$ cat src/design/pmr_params.svh
// Constants for the power-mode and reset controller
`ifndef PMR_PARAMS_SVH
`define PMR_PARAMS_SVH
`define PMR_POWER_CONTROL_ADDR 8'h87
`define PMR_POWER_CONTROL_RESET 8'h00
`define PMR_POWER_CONTROL_IDLE_BIT 0
`define PMR_POWER_CONTROL_STOP_BIT 1
`define PMR_GF_LSB 2
`define PMR_GF_MSB 7
`define PMR_GF_RESET 6'h00
`define PMR_SUSPEND_BIT 5
`define PMR_POWER_ON_RESET_FLAG_BIT 1
`define PMR_RESET_VECTOR 16'h0000
`define PMR_PORT_RESET 8'hFF
`define PMR_WDT_DIV 4'hC
`define PMR_CLK_MHZ 25
`define PMR_POR_DELAY_US 100
`define PMR_MCD_TIMEOUT_US 100
`endif

$ cat src/design/pmr_pkg.sv
// Types for the power-mode and reset controller
package pmr_pkg;
    typedef enum logic [2:0] {
        PMR_RESET = 3'h0,
        PMR_POR_WAIT = 3'h1,
        PMR_RUN = 3'h2,
        PMR_IDLE = 3'h3,
        PMR_STOP = 3'h4,
        PMR_SUSPEND = 3'h5
    } pmr_state_t;
endpackage

$ cat src/design/pmr_control.sv
// Power-mode and reset control: power register, Idle/Stop/Suspend and reset sequencing
// Functional notes
// - Writing stop bit enters Stop after the writing instruction retires.
// - Stop halts internal oscillator, CPU, digital peripherals; external oscillator untouched.
// - Only a reset ends Stop; then normal reset, fetch from 0x0000.
// - Enabled missing-clock detector resets out of Stop; software disables it first.
// - Writing suspend bit 5 halts CPU and fast oscillator after instruction retires.
// - Suspend keeps registers and memory; only port match logic stays active.
// - Suspend ends on port match, enabled comparator low, or any reset.
// - Non-reset wake resumes after suspend instruction, servicing wake interrupt first.
// - Power register bits 7:2 are read/write general flags, reset zero.
// - Stop and idle bits always read back as zero.
// - Idle gates only CPU clock; timers, interrupts, serial, analog keep running.
// - Reset halts execution, resets registers, forces ports, disables interrupts, timers.
// - Reset leaves data memory intact but restores stack pointer.
// - Reset loads port latches 0xFF open-drain with weak pull-ups on.
// - Power-on and supply-monitor resets drive reset pin low while in reset.
// - Reset exit clears PC, selects internal oscillator, enables watchdog at clk/12.
// - Power-up holds reset until supply good, then waits a further delay.
// - Power-on exit sets power-on flag; any other reset clears it.
// - Power-on reset leaves supply monitor enabled; data memory treated undefined.
// - Enabled interrupt during Idle clears idle bit and resumes the CPU.
`timescale 1ns/1ps
`include "pmr_params.svh"
module pmr_control #(
    parameter int POR_DELAY_CYCLES = `PMR_POR_DELAY_US * `PMR_CLK_MHZ,
    parameter int POR_W = 16
) (
    input wire logic clk,
    input wire logic srst,
    input wire logic supply_good,
    input wire logic ext_reset,
    input wire logic int_reset,
    input wire logic mcd_enable,
    input wire logic mcd_timeout,
    input wire logic sfr_wr,
    input wire logic sfr_rd,
    input wire logic [7:0] sfr_addr,
    input wire logic [7:0] sfr_wdata,
    output logic [7:0] sfr_rdata,
    output logic sfr_hit,
    input wire logic instr_retire,
    input wire logic suspend_write,
    input wire logic port_match,
    input wire logic comparator_out,
    input wire logic comparator_wake_en,
    input wire logic irq_pending,
    output logic cpu_clk_en,
    output logic periph_clk_en,
    output logic port_match_en,
    output logic int_osc_en,
    output logic ext_osc_hold,
    output logic cpu_reset,
    output logic [15:0] pc_load_value,
    output logic pc_load,
    output logic sfr_reset,
    output logic sp_reset,
    output logic ram_undefined,
    output logic [7:0] port_latch,
    output logic port_open_drain,
    output logic weak_pullup_en,
    output logic irq_disable,
    output logic sysclk_int_osc,
    output logic wdt_enable,
    output logic wdt_tick,
    output logic vdd_mon_force_en,
    output logic power_on_reset_flag,
    output logic rst_pin_out,
    output logic rst_pin_oe_n,
    output logic wake_irq
);
    pmr_pkg::pmr_state_t state;
    pmr_pkg::pmr_state_t next_state;
    logic [5:0] general_flags;
    logic [5:0] next_general_flags;
    logic stop_req;
    logic next_stop_req;
    logic idle_req;
    logic next_idle_req;
    logic susp_req;
    logic next_susp_req;
    logic por_flag;
    logic next_por_flag;
    logic por_cause;
    logic next_por_cause;
    logic wdt_on;
    logic next_wdt_on;
    logic wake_pend;
    logic next_wake_pend;
    logic any_reset;
    logic power_control_wr;
    logic por_restart;
    logic por_done;
    logic mcd_reset;
    logic stop_strobe;
    logic idle_strobe;
    logic wake_event;

    // Missing-clock timeout only causes a reset when the detector is enabled
    assign mcd_reset = mcd_enable && mcd_timeout;
    assign any_reset = ext_reset || int_reset || mcd_reset;
    assign power_control_wr = sfr_wr && (sfr_addr == `PMR_POWER_CONTROL_ADDR);
    assign por_restart = !supply_good;

    // Select bits are decoded only as strobes of the current write
    assign stop_strobe = power_control_wr && sfr_wdata[`PMR_POWER_CONTROL_STOP_BIT];
    assign idle_strobe = power_control_wr && sfr_wdata[`PMR_POWER_CONTROL_IDLE_BIT];
    assign wake_event = port_match || (comparator_wake_en && !comparator_out);

    pmr_delay #(
        .CYCLES(POR_DELAY_CYCLES),
        .W(POR_W)
    ) u_por_delay (
        .clk(clk),
        .srst(srst),
        .restart(por_restart),
        .done(por_done)
    );

    // Prescaler only runs while the watchdog is on after reset exit
    pmr_wdt_div u_wdt_div (
        .clk(clk),
        .srst(srst),
        .enable(wdt_on),
        .tick(wdt_tick)
    );

    always_comb begin
        next_state = state;
        next_general_flags = general_flags;
        next_stop_req = stop_req;
        next_idle_req = idle_req;
        next_susp_req = susp_req;
        next_por_flag = por_flag;
        next_por_cause = por_cause;
        next_wdt_on = wdt_on;
        next_wake_pend = 1'b0;
        if (power_control_wr) begin
            next_general_flags = sfr_wdata[`PMR_GF_MSB:`PMR_GF_LSB];
            // Strobes only arm a pending entry; the bits themselves are never stored
            if (stop_strobe) begin
                next_stop_req = 1'b1;
            end
            if (idle_strobe) begin
                next_idle_req = 1'b1;
            end
        end
        if (suspend_write) begin
            next_susp_req = 1'b1;
        end
        case (state)
            pmr_pkg::PMR_RESET: begin
                next_stop_req = 1'b0;
                next_idle_req = 1'b0;
                next_susp_req = 1'b0;
                next_general_flags = `PMR_GF_RESET;
                next_wdt_on = 1'b0;
                // Non-supply resets skip the power-on delay
                if (!any_reset) begin
                    if (por_cause) begin
                        next_state = pmr_pkg::PMR_POR_WAIT;
                    end else begin
                        next_state = pmr_pkg::PMR_RUN;
                        next_por_flag = 1'b0;
                        next_wdt_on = 1'b1;
                    end
                end
            end
            pmr_pkg::PMR_POR_WAIT: begin
                next_stop_req = 1'b0;
                next_idle_req = 1'b0;
                next_susp_req = 1'b0;
                next_general_flags = `PMR_GF_RESET;
                // The delay restarts on every supply dip, so the full wait always follows
                if (!supply_good) begin
                    next_por_cause = 1'b1;
                end else if (por_done && !any_reset) begin
                    next_state = pmr_pkg::PMR_RUN;
                    next_por_flag = 1'b1;
                    next_por_cause = 1'b0;
                    next_wdt_on = 1'b1;
                end
            end
            pmr_pkg::PMR_RUN: begin
                // Entry waits for the writing instruction to retire
                // A strobe on the retiring edge still arms its request: the set wins
                if (instr_retire && stop_req) begin
                    next_state = pmr_pkg::PMR_STOP;
                    next_stop_req = stop_strobe;
                    next_idle_req = idle_strobe;
                end else if (instr_retire && susp_req) begin
                    next_state = pmr_pkg::PMR_SUSPEND;
                    next_susp_req = suspend_write;
                end else if (instr_retire && idle_req) begin
                    next_state = pmr_pkg::PMR_IDLE;
                end
            end
            pmr_pkg::PMR_IDLE: begin
                if (irq_pending) begin
                    next_idle_req = 1'b0;
                    next_state = pmr_pkg::PMR_RUN;
                end
            end
            pmr_pkg::PMR_STOP: begin
                // Wake sources are ignored here; only the reset override below exits
                next_state = pmr_pkg::PMR_STOP;
            end
            pmr_pkg::PMR_SUSPEND: begin
                if (wake_event) begin
                    next_state = pmr_pkg::PMR_RUN;
                    next_wake_pend = 1'b1;
                end
            end
            default: begin
                next_state = pmr_pkg::PMR_RESET;
            end
        endcase
        // Reset overrides every mode, Stop included
        if (!supply_good) begin
            next_state = pmr_pkg::PMR_POR_WAIT;
            next_por_cause = 1'b1;
            next_wdt_on = 1'b0;
        end else if (any_reset && state != pmr_pkg::PMR_POR_WAIT) begin
            next_state = pmr_pkg::PMR_RESET;
            next_wdt_on = 1'b0;
        end
    end

    always_ff @(posedge clk) begin
        if (srst) begin
            // Power-up begins in the supply wait so the delay always runs first
            state <= pmr_pkg::PMR_POR_WAIT;
            general_flags <= `PMR_GF_RESET;
            stop_req <= 1'b0;
            idle_req <= 1'b0;
            susp_req <= 1'b0;
            por_flag <= 1'b0;
            por_cause <= 1'b1;
            wdt_on <= 1'b0;
            wake_pend <= 1'b0;
        end else begin
            state <= next_state;
            general_flags <= next_general_flags;
            stop_req <= next_stop_req;
            idle_req <= next_idle_req;
            susp_req <= next_susp_req;
            por_flag <= next_por_flag;
            por_cause <= next_por_cause;
            wdt_on <= next_wdt_on;
            wake_pend <= next_wake_pend;
        end
    end

    logic in_reset;
    assign in_reset = (state == pmr_pkg::PMR_RESET) || (state == pmr_pkg::PMR_POR_WAIT);

    // Register read: select bits read zero
    // Read data stands one cycle, then returns to zero
    assign sfr_hit = (sfr_wr || sfr_rd) && (sfr_addr == `PMR_POWER_CONTROL_ADDR);
    always_ff @(posedge clk) begin
        if (srst) begin
            sfr_rdata <= `PMR_POWER_CONTROL_RESET;
        end else if (sfr_rd && sfr_addr == `PMR_POWER_CONTROL_ADDR) begin
            sfr_rdata <= {general_flags, 2'h0};
        end else begin
            sfr_rdata <= 8'h00;
        end
    end

    // Clock gating per mode
    assign cpu_clk_en = (state == pmr_pkg::PMR_RUN);
    assign periph_clk_en = (state == pmr_pkg::PMR_RUN) || (state == pmr_pkg::PMR_IDLE);
    assign port_match_en = (state != pmr_pkg::PMR_STOP);
    assign int_osc_en = (state != pmr_pkg::PMR_STOP) && (state != pmr_pkg::PMR_SUSPEND);
    // External oscillator keeps its configured state in Stop
    assign ext_osc_hold = (state == pmr_pkg::PMR_STOP);

    // Reset-state effects; data memory itself is never cleared here
    assign cpu_reset = in_reset;
    assign sfr_reset = in_reset;
    assign sp_reset = in_reset;
    assign irq_disable = in_reset;
    assign port_latch = `PMR_PORT_RESET;
    assign port_open_drain = in_reset;
    assign weak_pullup_en = 1'b1;
    assign pc_load = in_reset;
    assign pc_load_value = `PMR_RESET_VECTOR;
    assign sysclk_int_osc = in_reset;
    assign wdt_enable = wdt_on;
    assign vdd_mon_force_en = (state == pmr_pkg::PMR_POR_WAIT);
    assign ram_undefined = por_flag;
    assign power_on_reset_flag = por_flag;
    assign wake_irq = wake_pend;

    // Pin pulled low only for supply-caused resets; released otherwise
    assign rst_pin_out = 1'b0;
    assign rst_pin_oe_n = !(state == pmr_pkg::PMR_POR_WAIT);
endmodule // pmr_control

$ cat src/design/pmr_delay.sv
// Down counter that reports when a start-to-done delay has elapsed
`timescale 1ns/1ps
`include "pmr_params.svh"
module pmr_delay #(
    parameter int CYCLES = 2500,
    parameter int W = 16
) (
    input wire logic clk,
    input wire logic srst,
    input wire logic restart,
    output logic done
);
    logic [W-1:0] count;
    logic [W-1:0] next_count;
    always_comb begin
        next_count = count;
        if (restart) begin
            next_count = W'(CYCLES);
        end else if (count != '0) begin
            next_count = count - W'(1);
        end
    end
    always_ff @(posedge clk) begin
        if (srst) begin
            count <= W'(CYCLES);
        end else begin
            count <= next_count;
        end
    end
    assign done = (count == '0) && !restart;
endmodule // pmr_delay

$ cat src/design/pmr_wdt_div.sv
// Prescaler producing one tick every DIV system clocks
`timescale 1ns/1ps
`include "pmr_params.svh"
module pmr_wdt_div #(
    parameter logic [3:0] DIV = `PMR_WDT_DIV
) (
    input wire logic clk,
    input wire logic srst,
    input wire logic enable,
    output logic tick
);
    logic [3:0] count;
    logic [3:0] next_count;
    logic next_tick;
    always_comb begin
        next_count = count;
        next_tick = 1'b0;
        if (enable) begin
            if (count == DIV - 4'h1) begin
                next_count = 4'h0;
                next_tick = 1'b1;
            end else begin
                next_count = count + 4'h1;
            end
        end
    end
    always_ff @(posedge clk) begin
        if (srst) begin
            count <= 4'h0;
            tick <= 1'b0;
        end else begin
            count <= next_count;
            tick <= next_tick;
        end
    end
endmodule // pmr_wdt_div

$ cat config.mk
export PLATFORM = sky130hd
export DESIGN_NAME = pmr_control
export DESIGN_NICKNAME = d
export VERILOG_FILES = /design/src/design/pmr_pkg.sv /design/src/design/pmr_control.sv /design/src/design/pmr_delay.sv /design/src/design/pmr_wdt_div.sv
export VERILOG_INCLUDE_DIRS = /design/src /design/src/design
export SDC_FILE = /design/constraint.sdc
export NUM_CORES = 1
export LEC_CHECK = 0
export ABC_AREA = 1
export BUFFER_PORTS_ARGS = -buffer_cell sky130_fd_sc_hd__buf_2
export CAP_MARGIN = 20
export CORE_MARGIN = 2
export CORE_UTILIZATION = 56
export CTS_BUF_LIST = sky130_fd_sc_hd__clkbuf_8
export DETAILED_ROUTE_END_ITERATION = 8
export MAX_ROUTING_LAYER = met4
export PLACE_DENSITY = 0.95
export SKIP_LAST_GASP = 1
export SLEW_MARGIN = 5
export SYNTH_ARGS = -nofsm -noshare
export SYNTH_HDL_FRONTEND = slang
export SYNTH_HIERARCHICAL = 1
export SYNTH_SLANG_ARGS = --single-unit
$ cat constraint.sdc
create_clock -name clk -period 4.1 [get_ports clk]
set_clock_uncertainty 0.1 [all_clocks]
set_input_delay 0 -clock clk [delete_from_list [all_inputs] [get_ports clk]]
set_output_delay 0 -clock clk [all_outputs]
set_load 0.05 [all_outputs]
# --- After elaboration in Yosys (flattened, before gate mapping) ---
# Cells that the tools add are included.
word_totals:
  register_bits: 45
  latch_bits: 0
  ram_bits: 0
  mem_bits_ro: 0
  out_inout_bits: 54
  elab_cells: 116
  n_memories: 0
classes:
  n_addsub: 2
  n_mul: 0
  div: 0
  n_lt_le_gt_ge: 0
  eq_ne: 22
  shift: 0
  mux: 34
  bitwise_logic: 4
  n_reduce_logical: 39
ops:
  columns: ["cell", "count"]
  rows:
  - ["$mux W3", 7]
  - ["$mux W1", 19]
  - ["$pmux W3 S6", 1]
  - ["$logic_not A16 Y1", 1]
  - ["$reduce_bool A16 Y1", 1]
  - ["$sub A16 B1 Y16 const B", 1]
  - ["$ne A3 B3 Y1 const B", 5]
  - ["$reduce_and A5 Y1", 3]
  - ["$logic_and A1 B1 Y1", 14]
  - ["$ne A2 B2 Y1 const B", 5]
  - ["$reduce_or A2 Y1", 5]
  - ["$eq A8 B8 Y1 const B", 1]
  - ["$pmux W1 S2", 4]
  - ["$eq A3 B2 Y1 const B", 2]
  - ["$eq A3 B3 Y1 const B", 2]
  - ["$logic_or A1 B1 Y1", 6]
  - ["$ne A3 B1 Y1 const B", 2]
  - ["$reduce_or A3 Y1", 2]
  - ["$ne A5 B1 Y1 const B", 1]
  - ["$add A4 B1 Y4 const B", 1]
  - ["$eq A4 B4 Y1 const B", 1]
  - ["$mux W4", 1]
  - ["$ne A4 B1 Y1 const B", 1]
  - ["$not A1 Y1", 4]
  - ["other kinds (8)", 11]

# --- Logic depth before layout (Yosys ltp) ---
depth:
  depth_word: 7
  ltp_mapped: 12

# --- By module ---
# The synthesis kept the hierarchy.
modules_own_cells:
  columns: ["module", "instances", "cells_each", "area_each_um2"]
  rows:
  - ["pmr_control", 1, 186, 1313.8]
  - ["pmr_delay", 1, 142, 954.7]
  - ["pmr_wdt_div", 1, 29, 215.2]

# --- Least setup slack after synthesis ---
# OpenSTA, ideal clock, no wires.
synth_timing:
  path_kind: "register to register"
  start: "register state[1]"
  end: "register state[2]"
  arrival_ns: 2.309
  setup_slack_ns: 1.633
  stages_incl_launch_ff: 8
  synth_period_minus_slack_ns: 2.467
  path_cell_list: "dfxtp_1 inv_1 nand2_1 nor2_1 inv_1 o31ai_1 o21ai_0 inv_1"
synth_lines:
  columns: ["element", "line", "source"]
  rows:
  - ["from (decl)", "pmr_control.sv:72", "pmr_pkg::pmr_state_t state;"]
  - ["from (signal assigned)", "pmr_control.sv:232", "state <= pmr_pkg::PMR_POR_WAIT;"]
  - ["from (signal assigned)", "pmr_control.sv:242", "state <= next_state;"]
  - ["$eq A3 B3 Y1", null, null]
  - ["net ext_osc_hold", "pmr_control.sv:52", "output logic ext_osc_hold,"]
  - ["$pmux W3 S6", "pmr_control.sv:151", "case (state)"]
# The timed path passes the listed nets, and every way through them passes these cells.
# A chain may end at the register's enable or synchronous reset.

# --- Worst setup path after layout ---
layout_timing:
  start: "register u_por_delay.count[0]"
  end: "register state[1]"
layout_between:
  elab_chain_cells: 5
layout_rtl:
  columns: ["element", "line", "source"]
  rows:
  - ["from (decl)", "pmr_delay.sv:13", "logic [W-1:0] count;"]
  - ["from (signal assigned)", "pmr_delay.sv:25", "count <= W'(CYCLES);"]
  - ["from (signal assigned)", "pmr_delay.sv:27", "count <= next_count;"]
  - ["$logic_not A16 Y1", "pmr_delay.sv:30", "assign done = (count == '0) && !restart;"]
  - ["$logic_and A1 B1 Y1", "pmr_delay.sv:30", null]
  - ["net por_done", "pmr_control.sv:93", "logic por_done;"]
  - ["$logic_and A1 B1 Y1", "pmr_control.sv:177", "end else if (por_done && !any_reset) begin"]
  - ["$ne A2 B1 Y1 (no source line)", null, null]
  - ["$reduce_and A5 Y1 (no source line)", null, null]
# The timed path passes the listed nets, and every way through them passes these cells.

==> flow_summary_export.csv <==
group,metric,value,unit
placement,portBuffers,56,
clock_network,cts_buffers,5,
layout,drive_gt1_frac,0.2113,
global_routing,gr-total-overflow,0,
timing,rsz0062_at_grt,"no",
hold_path,hold_depth,3,
route,via_count,2386,
timing,hold_violations,0,
synthesis,synth_warnings,6,
critical_path,r2r_setup_slack,1.93,ns
floorplan,dieArea,0.004984,mm²
power_and_ir_drop,leakagePower,0.001346,µW
global_routing,grt_pass1_wl,9535,µm
synthesis,synth.area.mux_share,0,
timing,period_needed,2.172,ns
layout,final_common_cell,"nand2_1",
layout,diodes,0,
timing,max_slew.worst_pin.slew,0.6000,ns
placement,gp_congestion,0.9420,
synthesis,synth_area_leaders,"dfxtp_1, nand2_1, buf_4",
clock_network,path_clk_slew,0.09,ns
synthesis,synth_top_area_cell,"dfxtp_1",
synthesis,ys_seq_area_frac,0.3466,
hold_path,hold_path.class,"primary input to register",
outcome,status,"finished clean",
synthesis,yosys.area_share.simple,0.3708,
flow_run,maxCapViolations,0,
clock_network,post_cts_buffers,0,
hold_path,min_from,"sfr_rd",
synthesis,synth.top_cell.area_share,0.3466,
synthesis,syn_area_per_cell,6.957,µm²
layout,area_growth,16.47,%
synthesis,ys_ff_latch,43,
timing,period_share,0.5298,
power_and_ir_drop,finalPower,883.4,µW
route,wl_per_cell,12.01,µm
synthesis,synth_top_family_by_area,"simple AND/OR/NAND/NOR gates",
clock_network,cts-root-buf,"clkbuf_8",
timing,slew_headroom,0.5985,
hold_path,min_to,"sfr_rdata[2]",
global_routing,track_usage,0.2431,
critical_path,arrival,2.32,ns
critical_path,r2r_end,"state[1]",
clock_network,htree_levels,2,
synthesis,synth_compound_area_frac,0.06952,
timing,finalSetupTns,0,ns
route,dr.pass1.iters,4,
synthesis,synthAdderAreaFrac,0.01008,
critical_path,critical_path_class,"register to register",
power_and_ir_drop,power.density,305.4,mW/mm²
synthesis,synthCells,357,
global_routing,grt_max_degree,16,
route,ant_nets,0,
critical_path,r2r-start,"u_por_delay/count[0]",
timing,fmax,460.4,MHz
clock_network,cts_tree,"built",
global_routing,grt_antenna_before_repair,0,
critical_path,required,4.24,ns
layout,final_cell_mix,"nand2_1, nor2_1, buf_2, dfxtp_1, inv_1",
route,drc,0,
critical_path,cp_max_fo,5,
synthesis,synth_cell_types,36,
critical_path,ff2ff_path_depth,12,
floorplan,rows,24,
timing,drv_slew,0,
clock_network,insertion_delay,0.30,ns
power_and_ir_drop,vdd_drop_max,0.1689,mV
synthesis,synth-xor-area-share,0.02469,
synthesis,syn_area,0.002484,mm²
clock_network,clock_path_buffers,2,
critical_path,cp-start-kind,"register",
timing,final-setup-viol-count,0,
timing,holdWs,0.05531,ns
route,vias_per_cell,4.992,
critical_path,crit_path_end_kind,"register",
floorplan,ios,85,
floorplan,core_area,0.004324,mm²
floorplan,fp.dieW,70.60,µm
clock_network,cts.sinks,43,
route,drt-total-wl,5740,µm
floorplan,die_h,70.60,µm
route,drt_first_iter_violations,224,
layout,layout.nets,458,
global_routing,grt_pass1_vias,2318,
placement,hpwlAfterDp,4090,µm
floorplan,initial_core_util,0.5744,
-- worst max-delay path: stages (launching register included) --
cell and delay [ns]:
dfxtp_1 0.35, inv_1 0.13, ha_1 0.28, nand2_4 0.11, inv_1 0.11, nand3_1 0.08
nor4_1 0.33, nand3_1 0.14, nand2_1 0.13, nand4_1 0.14, nand2_1 0.10, nand2_1 0.05
nor2_1 0.08
-- per-layer routing --
metal	track usage	share of wire
met5	-	0
met4	0.1300	0.025
met3	0.04701	0.072
met2	0.4245	0.51
met1	0.2599	0.39
-- synthesized netlist by cell type, drive strengths merged --
cell	instances
nand2	92
nor2	72
dfxtp	43
buf	38
inv	36
nand3	22
a21oi	11
o21ai	10
nand4	5
xor2	4
o31ai	3
xnor2	3
a21boi	2
conb	2
ha	2
nor3	2
nor3b	2
nor4	2
clkinv	1
nand3b	1
o2111ai	1
o211a	1
o211ai	1
or2	1
-- registers in the layout, summed over array words and instances (netlist names) --
name,flops
u_wdt_div/count,4
sfr_rdata,6
state,3
power_on_reset_flag,1
u_wdt_div/tick,1
susp_req,1
por_cause,1
stop_req,1
wdt_enable,1
general_flags,6
u_por_delay/count,16
wake_irq,1
idle_req,1
-- stage by stage --
step / utilization / instance area, µm² / cells / setup WS (ns)
finish: 0.6690 / 2893 / 478 / 1.928
global route: 0.6690 / 2893 / 478 / 1.723
CTS: 0.6690 / 2893 / 478 / 1.961
detailed placement: 0.6082 / 2630 / 453 / 1.987
global placement: 0.6082 / 2630 / 453 / 2.153
floorplan: - / 2581 / 383 / 1.633
-- where the power goes --
group,total [µW],switching [µW],internal (µW)
combinational,175,133,42.5
sequential,432,8.18,423
clock,277,155,122
-- worst max-delay path by stage --
stage | startpoint | cells after the start | to | slack [ns]
finish | u_por_delay/count[0] | 12 | state[1] | 1.93
detailed placement | u_por_delay/count[0] | 11 | state[1] | 1.99
floorplan | state[1] | 7 | state[2] | 1.63
global placement | u_por_delay/count[0] | 11 | state[1] | 2.15
CTS | u_por_delay/count[0] | 12 | state[1] | 1.96
global route | u_por_delay/count[0] | 12 | state[1] | 1.72
-- cells by family (layout without fill, tap and decap cells) --
group / after synthesis / after routing
flip-flops: 43 / 43
buffers and inverters: 75 / 118
AND/OR/NAND/NOR: 199 / 199
adder cells (fa/ha/maj): 2 / 2
XOR/XNOR: 7 / 7
AO/OA/AOI/OAI: 29 / 29
other: 2 / 28
-- area by class of cell --
type,count,area [µm²]
fill,340,1431
multi-input combinational,265,1285
sequential,43,860.8
timing repair buffer,73,450.4
inverter,37,138.9
clock buffer,5,68.82
tap,52,65.06
clock inverter,3,23.77
-- repair_timing --
item / CTS / global route
hold buffers: 17 / 0
gates resized for setup: 0 / 0
hold endpoints to repair: 17 / 0
setup endpoints to repair: 0 / 0
Power figures use the tool's default switching activity.
